$ cat src/core/cod_pkg.sv
// Purpose: Shared constants and types for the clock option decoder.
// Assumes: 32-bit APB register words, one aligned word per register.
// Notes:   Option byte bit positions and register offsets live here only.
`default_nettype none

package cod_pkg;

  // ****************************************************************
  // Register map
  // ****************************************************************
  localparam logic [7:0] COD_ADDR_CLK_OPT  = 8'h00;
  localparam logic [7:0] COD_ADDR_SETTLE   = 8'h04;
  localparam logic [7:0] COD_ADDR_CTRL     = 8'h08;
  localparam logic [7:0] COD_ADDR_STATUS   = 8'h0c;
  localparam int         COD_ADDR_W        = 8;

  // Clock option byte layout
  localparam int COD_BIT_EXT_CLK   = 0;
  localparam int COD_BIT_WAKE_SEL  = 1;
  localparam int COD_BIT_PRSC_LO   = 2;
  localparam int COD_BIT_PRSC_HI   = 3;

  // Control and status layout
  localparam int COD_BIT_HSE_EN    = 0;
  localparam int COD_BIT_READY     = 0;
  localparam int COD_BIT_SETTLING  = 1;

  // Reset values, replaced by option storage right after reset
  localparam logic [7:0] COD_RST_CLK_OPT = 8'h00;
  localparam logic [7:0] COD_RST_SETTLE  = 8'h00;

  // ****************************************************************
  // Settle count codes, counted in oscillator half cycles (edges)
  // ****************************************************************
  localparam logic [7:0]  COD_SETTLE_2048 = 8'h00;
  localparam logic [7:0]  COD_SETTLE_128  = 8'hb4;
  localparam logic [7:0]  COD_SETTLE_8    = 8'hd2;
  localparam logic [7:0]  COD_SETTLE_HALF = 8'he1;
  localparam int          COD_SCNT_W      = 13;
  localparam logic [12:0] COD_EDGES_2048  = 13'h1000;
  localparam logic [12:0] COD_EDGES_128   = 13'h0100;
  localparam logic [12:0] COD_EDGES_8     = 13'h0010;
  localparam logic [12:0] COD_EDGES_HALF  = 13'h0001;

  // ****************************************************************
  // Wake-up prescaler: quarter-cycle accumulator reaching 128 kHz
  // ****************************************************************
  localparam int         COD_ACC_W      = 10;
  localparam logic [9:0] COD_ACC_STEP   = 10'h004;
  localparam logic [9:0] COD_THR_16MHZ  = 10'h1f4;
  localparam logic [9:0] COD_THR_8MHZ   = 10'h0fa;
  localparam logic [9:0] COD_THR_4MHZ   = 10'h07d;
  localparam logic [1:0] COD_PRSC_8MHZ  = 2'h2;
  localparam logic [1:0] COD_PRSC_4MHZ  = 2'h3;

  typedef struct packed {
    logic       wakeup_clock_select;
    logic [1:0] wakeup_prescale;
    logic       ext_clock_select;
  } cod_cfg_t;

  typedef enum logic [1:0] {
    COD_ST_IDLE   = 2'b00,
    COD_ST_SETTLE = 2'b01,
    COD_ST_READY  = 2'b11
  } cod_state_t;

  function automatic cod_cfg_t cod_unpack(input logic [7:0] b);
    cod_cfg_t c;
    c.ext_clock_select    = b[COD_BIT_EXT_CLK];
    c.wakeup_clock_select = b[COD_BIT_WAKE_SEL];
    c.wakeup_prescale     = b[COD_BIT_PRSC_HI:COD_BIT_PRSC_LO];
    return c;
  endfunction

endpackage

`default_nettype wire

$ cat src/core/cod_settle_counter.sv
// Purpose: Counts oscillator edges until the selected settle time passes.
// Assumes: One-cycle edge pulses from a synchronised oscillator pin.
// Notes:   Unknown codes fall back to the longest wait, the safe choice.
`default_nettype none

module cod_settle_counter
  import cod_pkg::*;
(
  input  wire logic       clk,
  input  wire logic       rst,
  input  wire logic       enable,
  input  wire logic       osc_edge,
  input  wire logic [7:0] settle_code,
  output var  logic       ready,
  output var  logic       settling
);

  // ****************************************************************
  // Code decode
  // ****************************************************************
  function automatic logic [COD_SCNT_W-1:0] settle_edges(
    input logic [7:0] code);
    logic [COD_SCNT_W-1:0] n;
    unique case (code)
      COD_SETTLE_128:  n = COD_EDGES_128;
      COD_SETTLE_8:    n = COD_EDGES_8;
      COD_SETTLE_HALF: n = COD_EDGES_HALF;
      default:         n = COD_EDGES_2048;
    endcase
    return n;
  endfunction

  cod_state_t            state_q, state_d;
  logic [COD_SCNT_W-1:0] cnt_q,   cnt_d;
  logic [COD_SCNT_W-1:0] target;

  assign target = settle_edges(settle_code);

  always_comb begin
    state_d = state_q;
    cnt_d   = cnt_q;
    if (!enable) begin
      state_d = COD_ST_IDLE;
      cnt_d   = '0;
    end else begin
      unique case (state_q)
        COD_ST_IDLE: begin
          state_d = COD_ST_SETTLE;
          cnt_d   = '0;
        end
        COD_ST_SETTLE: begin
          if (osc_edge) begin
            cnt_d = cnt_q + COD_SCNT_W'(1);
            if (cnt_d >= target) begin
              state_d = COD_ST_READY;
            end
          end
        end
        COD_ST_READY: begin
          state_d = COD_ST_READY;
        end
        default: begin
          state_d = COD_ST_IDLE;
        end
      endcase
    end
  end

  always_ff @(posedge clk) begin
    if (rst) begin
      state_q  <= COD_ST_IDLE;
      cnt_q    <= '0;
      ready    <= 1'b0;
      settling <= 1'b0;
    end else begin
      state_q  <= state_d;
      cnt_q    <= cnt_d;
      ready    <= (state_d == COD_ST_READY);
      settling <= (state_d == COD_ST_SETTLE);
    end
  end

endmodule // cod_settle_counter

`default_nettype wire

$ cat src/core/cod_wakeup_prescaler.sv
// Purpose: Divides oscillator rising edges down to a 128 kHz tick.
// Assumes: One oscillator rising edge pulse per oscillator cycle.
// Notes:   A quarter-step accumulator gives exact mean rates for the
//          fractional 8 and 4 MHz ratios; single ticks jitter by a cycle.
`default_nettype none

module cod_wakeup_prescaler
  import cod_pkg::*;
(
  input  wire logic       clk,
  input  wire logic       rst,
  input  wire logic       run,
  input  wire logic       osc_rise,
  input  wire logic [1:0] prescale,
  output var  logic       tick
);

  logic [COD_ACC_W-1:0] acc_q, acc_d;
  logic [COD_ACC_W-1:0] thr;
  logic [COD_ACC_W-1:0] sum;
  logic                 tick_d;

  always_comb begin
    unique case (prescale)
      COD_PRSC_8MHZ: thr = COD_THR_8MHZ;
      COD_PRSC_4MHZ: thr = COD_THR_4MHZ;
      default:       thr = COD_THR_16MHZ;
    endcase
  end

  always_comb begin
    sum    = acc_q + COD_ACC_STEP;
    acc_d  = acc_q;
    tick_d = 1'b0;
    if (!run) begin
      acc_d = '0;
    end else if (osc_rise) begin
      if (sum >= thr) begin
        acc_d  = sum - thr;
        tick_d = 1'b1;
      end else begin
        acc_d = sum;
      end
    end
  end

  always_ff @(posedge clk) begin
    if (rst) begin
      acc_q <= '0;
      tick  <= 1'b0;
    end else begin
      acc_q <= acc_d;
      tick  <= tick_d;
    end
  end

endmodule // cod_wakeup_prescaler

`default_nettype wire

$ cat src/core/cod_clock_option_decoder.sv
// Purpose: Holds the two clock option bytes, drives the oscillator pins,
//          times oscillator settling and feeds the wake-up clock.
// Assumes: APB slave with 32-bit data; option storage is on clk.
// Notes:   Option bytes are loaded from storage in the cycle after reset
//          and may then be rewritten by software.
//
// Implementation choices: the APB register port and the register offsets.
`default_nettype none

//Function
//- Crystal on both pins, or driven clock on input
//- Wake-up source: internal slow or prescaled external
//- Prescale code picks 16, 8 or 4 MHz input
//- Settle code picks 2048, 128, 8, half cycles
module cod_clock_option_decoder
  import cod_pkg::*;
(
  input  wire logic                  clk,
  input  wire logic                  rst,
  // APB
  input  wire logic                  psel,
  input  wire logic                  penable,
  input  wire logic                  pwrite,
  input  wire logic [COD_ADDR_W-1:0] paddr,
  input  wire logic [31:0]           pwdata,
  input  wire logic [3:0]            pstrb,
  output var  logic [31:0]           prdata,
  output var  logic                  pready,
  output var  logic                  pslverr,
  // Option storage
  input  wire logic [7:0]            stored_clock_option,
  input  wire logic [7:0]            stored_settle_option,
  // Oscillator pins
  input  wire logic                  osc_in_pin,
  output var  logic                  osc_out_pin,
  output var  logic                  osc_out_pin_oe,
  // Slow internal oscillator, asynchronous level
  input  wire logic                  low_speed_internal_osc,
  // Clock configuration toward the clock tree
  output var  cod_pkg::cod_cfg_t     clock_cfg,
  output var  logic                  osc_ready,
  output var  logic                  osc_source_allowed,
  output var  logic                  wakeup_tick
);
  import cod_pkg::*;

  // ****************************************************************
  // Pin synchronisers
  // ****************************************************************
  logic [2:0] osc_sync_q, osc_sync_d;
  logic [2:0] lsi_sync_q, lsi_sync_d;
  logic       osc_lvl_q,  osc_lvl_d;
  logic       lsi_lvl_q,  lsi_lvl_d;
  logic       osc_edge,   osc_rise, lsi_rise;

  always_comb begin
    osc_sync_d = {osc_sync_q[1:0], osc_in_pin};
    lsi_sync_d = {lsi_sync_q[1:0], low_speed_internal_osc};
    osc_lvl_d  = osc_lvl_q;
    lsi_lvl_d  = lsi_lvl_q;
    // A change counts only once the second and third stages agree
    if (osc_sync_q[1] == osc_sync_q[2]) begin
      osc_lvl_d = osc_sync_q[2];
    end
    if (lsi_sync_q[1] == lsi_sync_q[2]) begin
      lsi_lvl_d = lsi_sync_q[2];
    end
  end

  always_ff @(posedge clk) begin
    if (rst) begin
      osc_sync_q <= '0;
      lsi_sync_q <= '0;
      osc_lvl_q  <= 1'b0;
      lsi_lvl_q  <= 1'b0;
    end else begin
      osc_sync_q <= osc_sync_d;
      lsi_sync_q <= lsi_sync_d;
      osc_lvl_q  <= osc_lvl_d;
      lsi_lvl_q  <= lsi_lvl_d;
    end
  end

  assign osc_edge = osc_lvl_d != osc_lvl_q;
  assign osc_rise = osc_lvl_d & ~osc_lvl_q;
  assign lsi_rise = lsi_lvl_d & ~lsi_lvl_q;

  // ****************************************************************
  // Option and control registers
  // ****************************************************************
  logic [7:0] clk_opt_q, clk_opt_d;
  logic [7:0] settle_q,  settle_d;
  logic       hse_en_q,  hse_en_d;
  logic       load_q,    load_d;
  logic       wr_acc,    setup;
  logic       settling;
  logic       ready_raw;
  cod_cfg_t   cfg;

  assign setup  = psel & ~penable;
  assign wr_acc = psel & penable & pready & pwrite;
  assign cfg    = cod_unpack(clk_opt_q);

  always_comb begin
    clk_opt_d = clk_opt_q;
    settle_d  = settle_q;
    hse_en_d  = hse_en_q;
    load_d    = 1'b0;
    if (load_q) begin
      // Storage is read after release so reset itself takes constants
      clk_opt_d = stored_clock_option;
      settle_d  = stored_settle_option;
    end else if (wr_acc && pstrb[0]) begin
      unique case (paddr)
        COD_ADDR_CLK_OPT: clk_opt_d = pwdata[7:0];
        COD_ADDR_SETTLE:  settle_d  = pwdata[7:0];
        COD_ADDR_CTRL:    hse_en_d  = pwdata[COD_BIT_HSE_EN];
        default: ;
      endcase
    end
  end

  always_ff @(posedge clk) begin
    if (rst) begin
      clk_opt_q <= COD_RST_CLK_OPT;
      settle_q  <= COD_RST_SETTLE;
      hse_en_q  <= 1'b0;
      load_q    <= 1'b1;
    end else begin
      clk_opt_q <= clk_opt_d;
      settle_q  <= settle_d;
      hse_en_q  <= hse_en_d;
      load_q    <= load_d;
    end
  end

  // ****************************************************************
  // APB answer
  // ****************************************************************
  logic [31:0] rdata_d;
  logic        err_d;
  logic        mapped;

  always_comb begin
    rdata_d = '0;
    mapped  = 1'b1;
    unique case (paddr)
      COD_ADDR_CLK_OPT: rdata_d[7:0] = clk_opt_q;
      COD_ADDR_SETTLE:  rdata_d[7:0] = settle_q;
      COD_ADDR_CTRL:    rdata_d[COD_BIT_HSE_EN] = hse_en_q;
      COD_ADDR_STATUS: begin
        rdata_d[COD_BIT_READY]    = ready_raw;
        rdata_d[COD_BIT_SETTLING] = settling;
      end
      default:          mapped = 1'b0;
    endcase
    // Status is read-only; a write to it is refused
    err_d = ~mapped | (pwrite & (paddr == COD_ADDR_STATUS));
  end

  // Answer is prepared in the setup cycle so outputs stay registered
  always_ff @(posedge clk) begin
    if (rst) begin
      prdata  <= '0;
      pready  <= 1'b0;
      pslverr <= 1'b0;
    end else begin
      pready  <= setup;
      pslverr <= setup & err_d;
      if (setup && !pwrite) begin
        prdata <= rdata_d;
      end
    end
  end

  // ****************************************************************
  // Oscillator settling and wake-up prescaler
  // ****************************************************************
  logic hse_tick;

  cod_settle_counter u_settle (
    .clk         (clk),
    .rst         (rst),
    .enable      (hse_en_q),
    .osc_edge    (osc_edge),
    .settle_code (settle_q),
    .ready       (ready_raw),
    .settling    (settling)
  );

  cod_wakeup_prescaler u_prsc (
    .clk      (clk),
    .rst      (rst),
    .run      (ready_raw),
    .osc_rise (osc_rise),
    .prescale (cfg.wakeup_prescale),
    .tick     (hse_tick)
  );

  // ****************************************************************
  // Outputs
  // ****************************************************************
  logic drive_d, wake_d;

  always_comb begin
    // Crystal mode inverts the input across the pair; a driven clock
    // leaves the output pin released
    drive_d = hse_en_q & ~cfg.ext_clock_select;
    if (cfg.wakeup_clock_select) begin
      wake_d = hse_tick;
    end else begin
      wake_d = lsi_rise;
    end
  end

  always_ff @(posedge clk) begin
    if (rst) begin
      osc_out_pin        <= 1'b0;
      osc_out_pin_oe     <= 1'b0;
      clock_cfg          <= '0;
      osc_ready          <= 1'b0;
      osc_source_allowed <= 1'b0;
      wakeup_tick        <= 1'b0;
    end else begin
      osc_out_pin        <= drive_d & ~osc_lvl_q;
      osc_out_pin_oe     <= drive_d;
      clock_cfg          <= cfg;
      osc_ready          <= ready_raw;
      osc_source_allowed <= ready_raw & hse_en_q;
      wakeup_tick        <= wake_d;
    end
  end

endmodule // cod_clock_option_decoder

`default_nettype wire

$ cat config.mk
export PLATFORM = sky130hd
export DESIGN_NAME = cod_clock_option_decoder
export DESIGN_NICKNAME = d
export VERILOG_FILES = /design/src/core/cod_pkg.sv /design/src/core/cod_settle_counter.sv /design/src/core/cod_wakeup_prescaler.sv /design/src/core/cod_clock_option_decoder.sv
export SDC_FILE = /design/constraint.sdc
export NUM_CORES = 1
export LEC_CHECK = 0
export BUFFER_PORTS_ARGS = -buffer_cell sky130_fd_sc_hd__buf_2
export CAP_MARGIN = 0
export CORE_MARGIN = 2
export CORE_UTILIZATION = 53
export DETAILED_ROUTE_END_ITERATION = 6
export PLACE_DENSITY = 0.8
export SLEW_MARGIN = 10
export SYNTH_ARGS = -nofsm -noshare
export SYNTH_HDL_FRONTEND = slang
export SYNTH_SLANG_ARGS = --single-unit
$ cat constraint.sdc
create_clock -name clk -period 3 [get_ports clk]
set_input_delay 0.15 -clock clk [delete_from_list [all_inputs] [get_ports clk]]
set_output_delay 0.15 -clock clk [all_outputs]
set_load 0.005 [all_outputs]
==> out/summary.log <==
INFO  clock_network  cts_post_setup_buffers_inserted=0
INFO  placed_design  detailedPlacementHpwl=7.130mm
INFO  cells_and_area layout.nets=627
INFO  detailed_routing vias_after_detailed_routing=3682
INFO  timing         finalMaxSlewViolations=0
INFO  detailed_routing drt-total-wl=9.449mm
INFO  die            coreArea=7647um2
INFO  die            total_i_o_pin_count=110
INFO  cells_and_area num-fill-cells=692
INFO  logic_synthesis seq_area_frac_synth=0.3535
INFO  power          static-leakage-power=1.924nW
INFO  grt            antenna_found_initial=0
INFO  grt            groute.layer.met2.usage=0.3771
INFO  logic_synthesis synth_top_area_share=0.3535
INFO  clock_network  cts_max_path_buffers=2
INFO  grt            grt.busiest_layer=met2
INFO  timing         setup_viol=0
INFO  clock_network  cts-root-buf=clkbuf_8
INFO  logic_synthesis synth.top_cells.by_area=dfxtp_1 (35%), nor2_1 (5.4%), mux2i_1 (5.1%)
INFO  die            die_x=92.32um
INFO  logic_synthesis post-synth-top-count-cell=dfxtp_1
INFO  detailed_routing detail_route.iter0.violations=154
INFO  logic_synthesis synth.lib_cells_used.distinct=69
INFO  die            design.die.area=8522um2
INFO  clock_network  sinks_on_the_clock_net=73
INFO  grt            first_global_vias=3320
INFO  clock_network  tritoncts=yes
INFO  detailed_routing route.detailed.drc=0
INFO  run            max_cap_viols=0
INFO  logic_synthesis synthDominantAreaCellType=dfxtp_1
INFO  timing         tightestPinTransition=0.8325ns
INFO  clock_network  clk_transition_reported_paths=0.07ns
INFO  logic_synthesis synth_common_cells=dfxtp_1 (73), nor2_1 (59), nand2_1 (29)
INFO  detailed_routing route.detailed.vias_per_inst=5.639
INFO  grt            met1_usage=0.2865
INFO  cells_and_area final_core_util=0.6067
INFO  clock_network  cts_inserted_buffers=9
INFO  detailed_routing detail_route_antenna_nets=0
INFO  critical_path  worst_ep_required_time=3.26ns
INFO  outcome        run_status=finished, final reports clean
INFO  timing         worst_slew_margin_rel=0.4429
INFO  timing         skew=0.007412ns
INFO  die            placementRows=32
INFO  power          cellPowerDensity=400.7nW/um2
INFO  detailed_routing number_of_detailed_route_iterations_in_the_first_pass=5
INFO  logic_synthesis synth-edff-count=0
INFO  logic_synthesis syn-mean-instance-area=8.454um2
INFO  detailed_routing drt-wirelength-per-cell=14.47um
INFO  critical_path  critPathKind=flop to flop
INFO  cells_and_area post_route_cells_drive_above_1_share=0.1833
INFO  grt            grt_use_total=0.2232
INFO  timing         fmax=364.8MHz
INFO  logic_synthesis asyncSetResetFlopFracSynth=0
INFO  grt            global_route_wire_length_before_repair=15.35mm
INFO  die            initial_utilization=0.5406
INFO  logic_synthesis post_synth_instance_area=4134um2
INFO  timing         timing_hold_violations_final=0
INFO  worst_hold_path worst_hold_class=input pin to flop
INFO  power          vdd_drop_max=0.3060mV
INFO  critical_path  critical_path.startpoint_type=flop
INFO  grt            pin_count_of_the_biggest_net_entering_global_routing=44
INFO  critical_path  endpoint_kind=flop
INFO  critical_path  timing.critical_path.arrival=3.00ns
INFO  logic_synthesis yosysWarningCount=0
INFO  die            chipHeight=92.32um
INFO  timing         min_period=2.741ns
INFO  logic_synthesis synth_top_flop_cell=dfxtp_1
INFO  placed_design  place_congestion=0.9324
INFO  critical_path  critical_path.max_fanout=6
INFO  placed_design  buffer_ports.inserted=58
INFO  logic_synthesis post_synth_inst_count=489
INFO  grt            grt-ovfl-total=0
INFO  grt            grt_use_met3=0.04394
INFO  logic_synthesis synth-seq-cells=73
INFO  clock_network  cts_htree_levels=3
INFO  clock_network  worst_skew_pair.late_latency=0.34ns
INFO  cells_and_area syn_to_final_growth=12.23%
INFO  cells_and_area insertedDiodeCount=0
INFO  timing         fin_setup_tns=0ns
INFO  timing         period_utilization=0.9137
INFO  timing         rsz_0062_raised_after_global_routing=no
==> final cells by class <==
| class | count | area, um2 | area share |
|---|---|---|---|
| repair buffers | 71 | 387.9 | 0.08360 |
| clock buffers | 12 | 145.1 | 0.03128 |
| flip-flops and latches | 73 | 1464 | 0.3155 |
| clock inverters | 4 | 27.53 | 0.005933 |
| inverters | 16 | 60.06 | 0.01294 |
| well taps | 102 | 127.6 | 0.02751 |
| multi-input cells | 375 | 2427 | 0.5232 |
==> sequential cells by signal (all words and copies together) (netlist names), 2 cells and up <==
| name | count |
|---|---|
| clk_opt_q | 8 |
| settle_q | 8 |
| u_settle.cnt_q | 13 |
| prdata | 8 |
| osc_sync_q | 3 |
| clock_cfg | 4 |
| lsi_sync_q | 3 |
| u_settle.state_q | 2 |
| u_prsc.acc_q | 10 |
==> metrics by stage <==
stage	cells	hold slack [ns]	total power, W	instance area (um2)	worst slack [ns]
after floorplan	512	0.1777	0.001157	4220	0.3566
after global placement	637	0.3592	0.001195	4459	0.2753
after detailed placement	637	0.3616	0.001201	4459	0.1877
after CTS	653	0.0006703	0.001881	4632	0.1712
after global routing	653	0.01509	0.001938	4639	0.01792
final	653	0.01698	0.001859	4639	0.2589
==> cells by family (layout without fill, tap and decap cells) <==
logic type / Yosys count / in the layout / synth area share
AND/OR/NAND/NOR: 195 / 195 / 0.2561
AO/OA/AOI/OAI: 111 / 111 / 0.1883
flip-flops: 73 / 73 / 0.3535
buffers and inverters: 64 / 103 / 0.08141
multiplexers: 22 / 22 / 0.05629
adder cells (fa/ha/maj): 15 / 15 / 0.04661
XOR/XNOR: 8 / 8 / 0.01695
other: 1 / 24 / 0.0009071
==> metal layers <==
metal | part of all wire | vias to the layer above
li1 | - | 1842
met1 | 0.44 | 1719
met2 | 0.50 | 101
met3 | 0.041 | 20
met4 | 0.023 | 0
met5 | 0 | -
==> worst paths after layout <==
check / cells past startpoint / slack [ns] / startpoint / end
hold reg to reg: 1 / 0.44 / osc_sync_q[0] / osc_sync_q[1]
setup / recovery: 9 / 0.26 / u_prsc.acc_q[4] / u_prsc.acc_q[7]
hold / removal: 2 / 0.02 / low_speed_internal_osc / lsi_sync_q[0]
setup reg to reg: 9 / 0.26 / u_prsc.acc_q[4] / u_prsc.acc_q[7]
==> timing repair <==
item / in CTS / in global routing
setup endpoints to repair: 0 / 5
hold buffers: 0 / 0
gates resized for setup: 0 / 3
==> power by group <==
| part | switching (W) | leakage, nW | internal, W |
|---|---|---|---|
| logic | 0.0000923 | 1.24 | 0.0000760 |
| clock network | 0.000353 | 0.0907 | 0.000325 |
| registers | 0.0000177 | 0.596 | 0.000995 |
==> critical path, cell delays in order, from the launching register on <==
cell and delay, ns:
dfxtp_1 0.40, and4_1 0.24, nand2_1 0.08, xnor2_1 0.22
ha_1 0.31, a21o_1 0.24, nor4_2 0.32, nor2_1 0.18
or4b_1 0.49, a41oi_1 0.19
==> cell usage in the layout (no fill, tap or decap), types with 13 or more instances in the layout <==
cell,instances
nand2_1,29
conb_1,24
nand3_1,22
ha_1,13
dfxtp_1,71
o21ai_0,13
inv_1,15
a211oi_1,23
nor2_1,59
nor3_1,14
buf_4,13
nor2b_1,14
a21oi_1,20
mux2i_1,21
buf_2,58
Note: power is estimated with default switching activity, not from simulation.
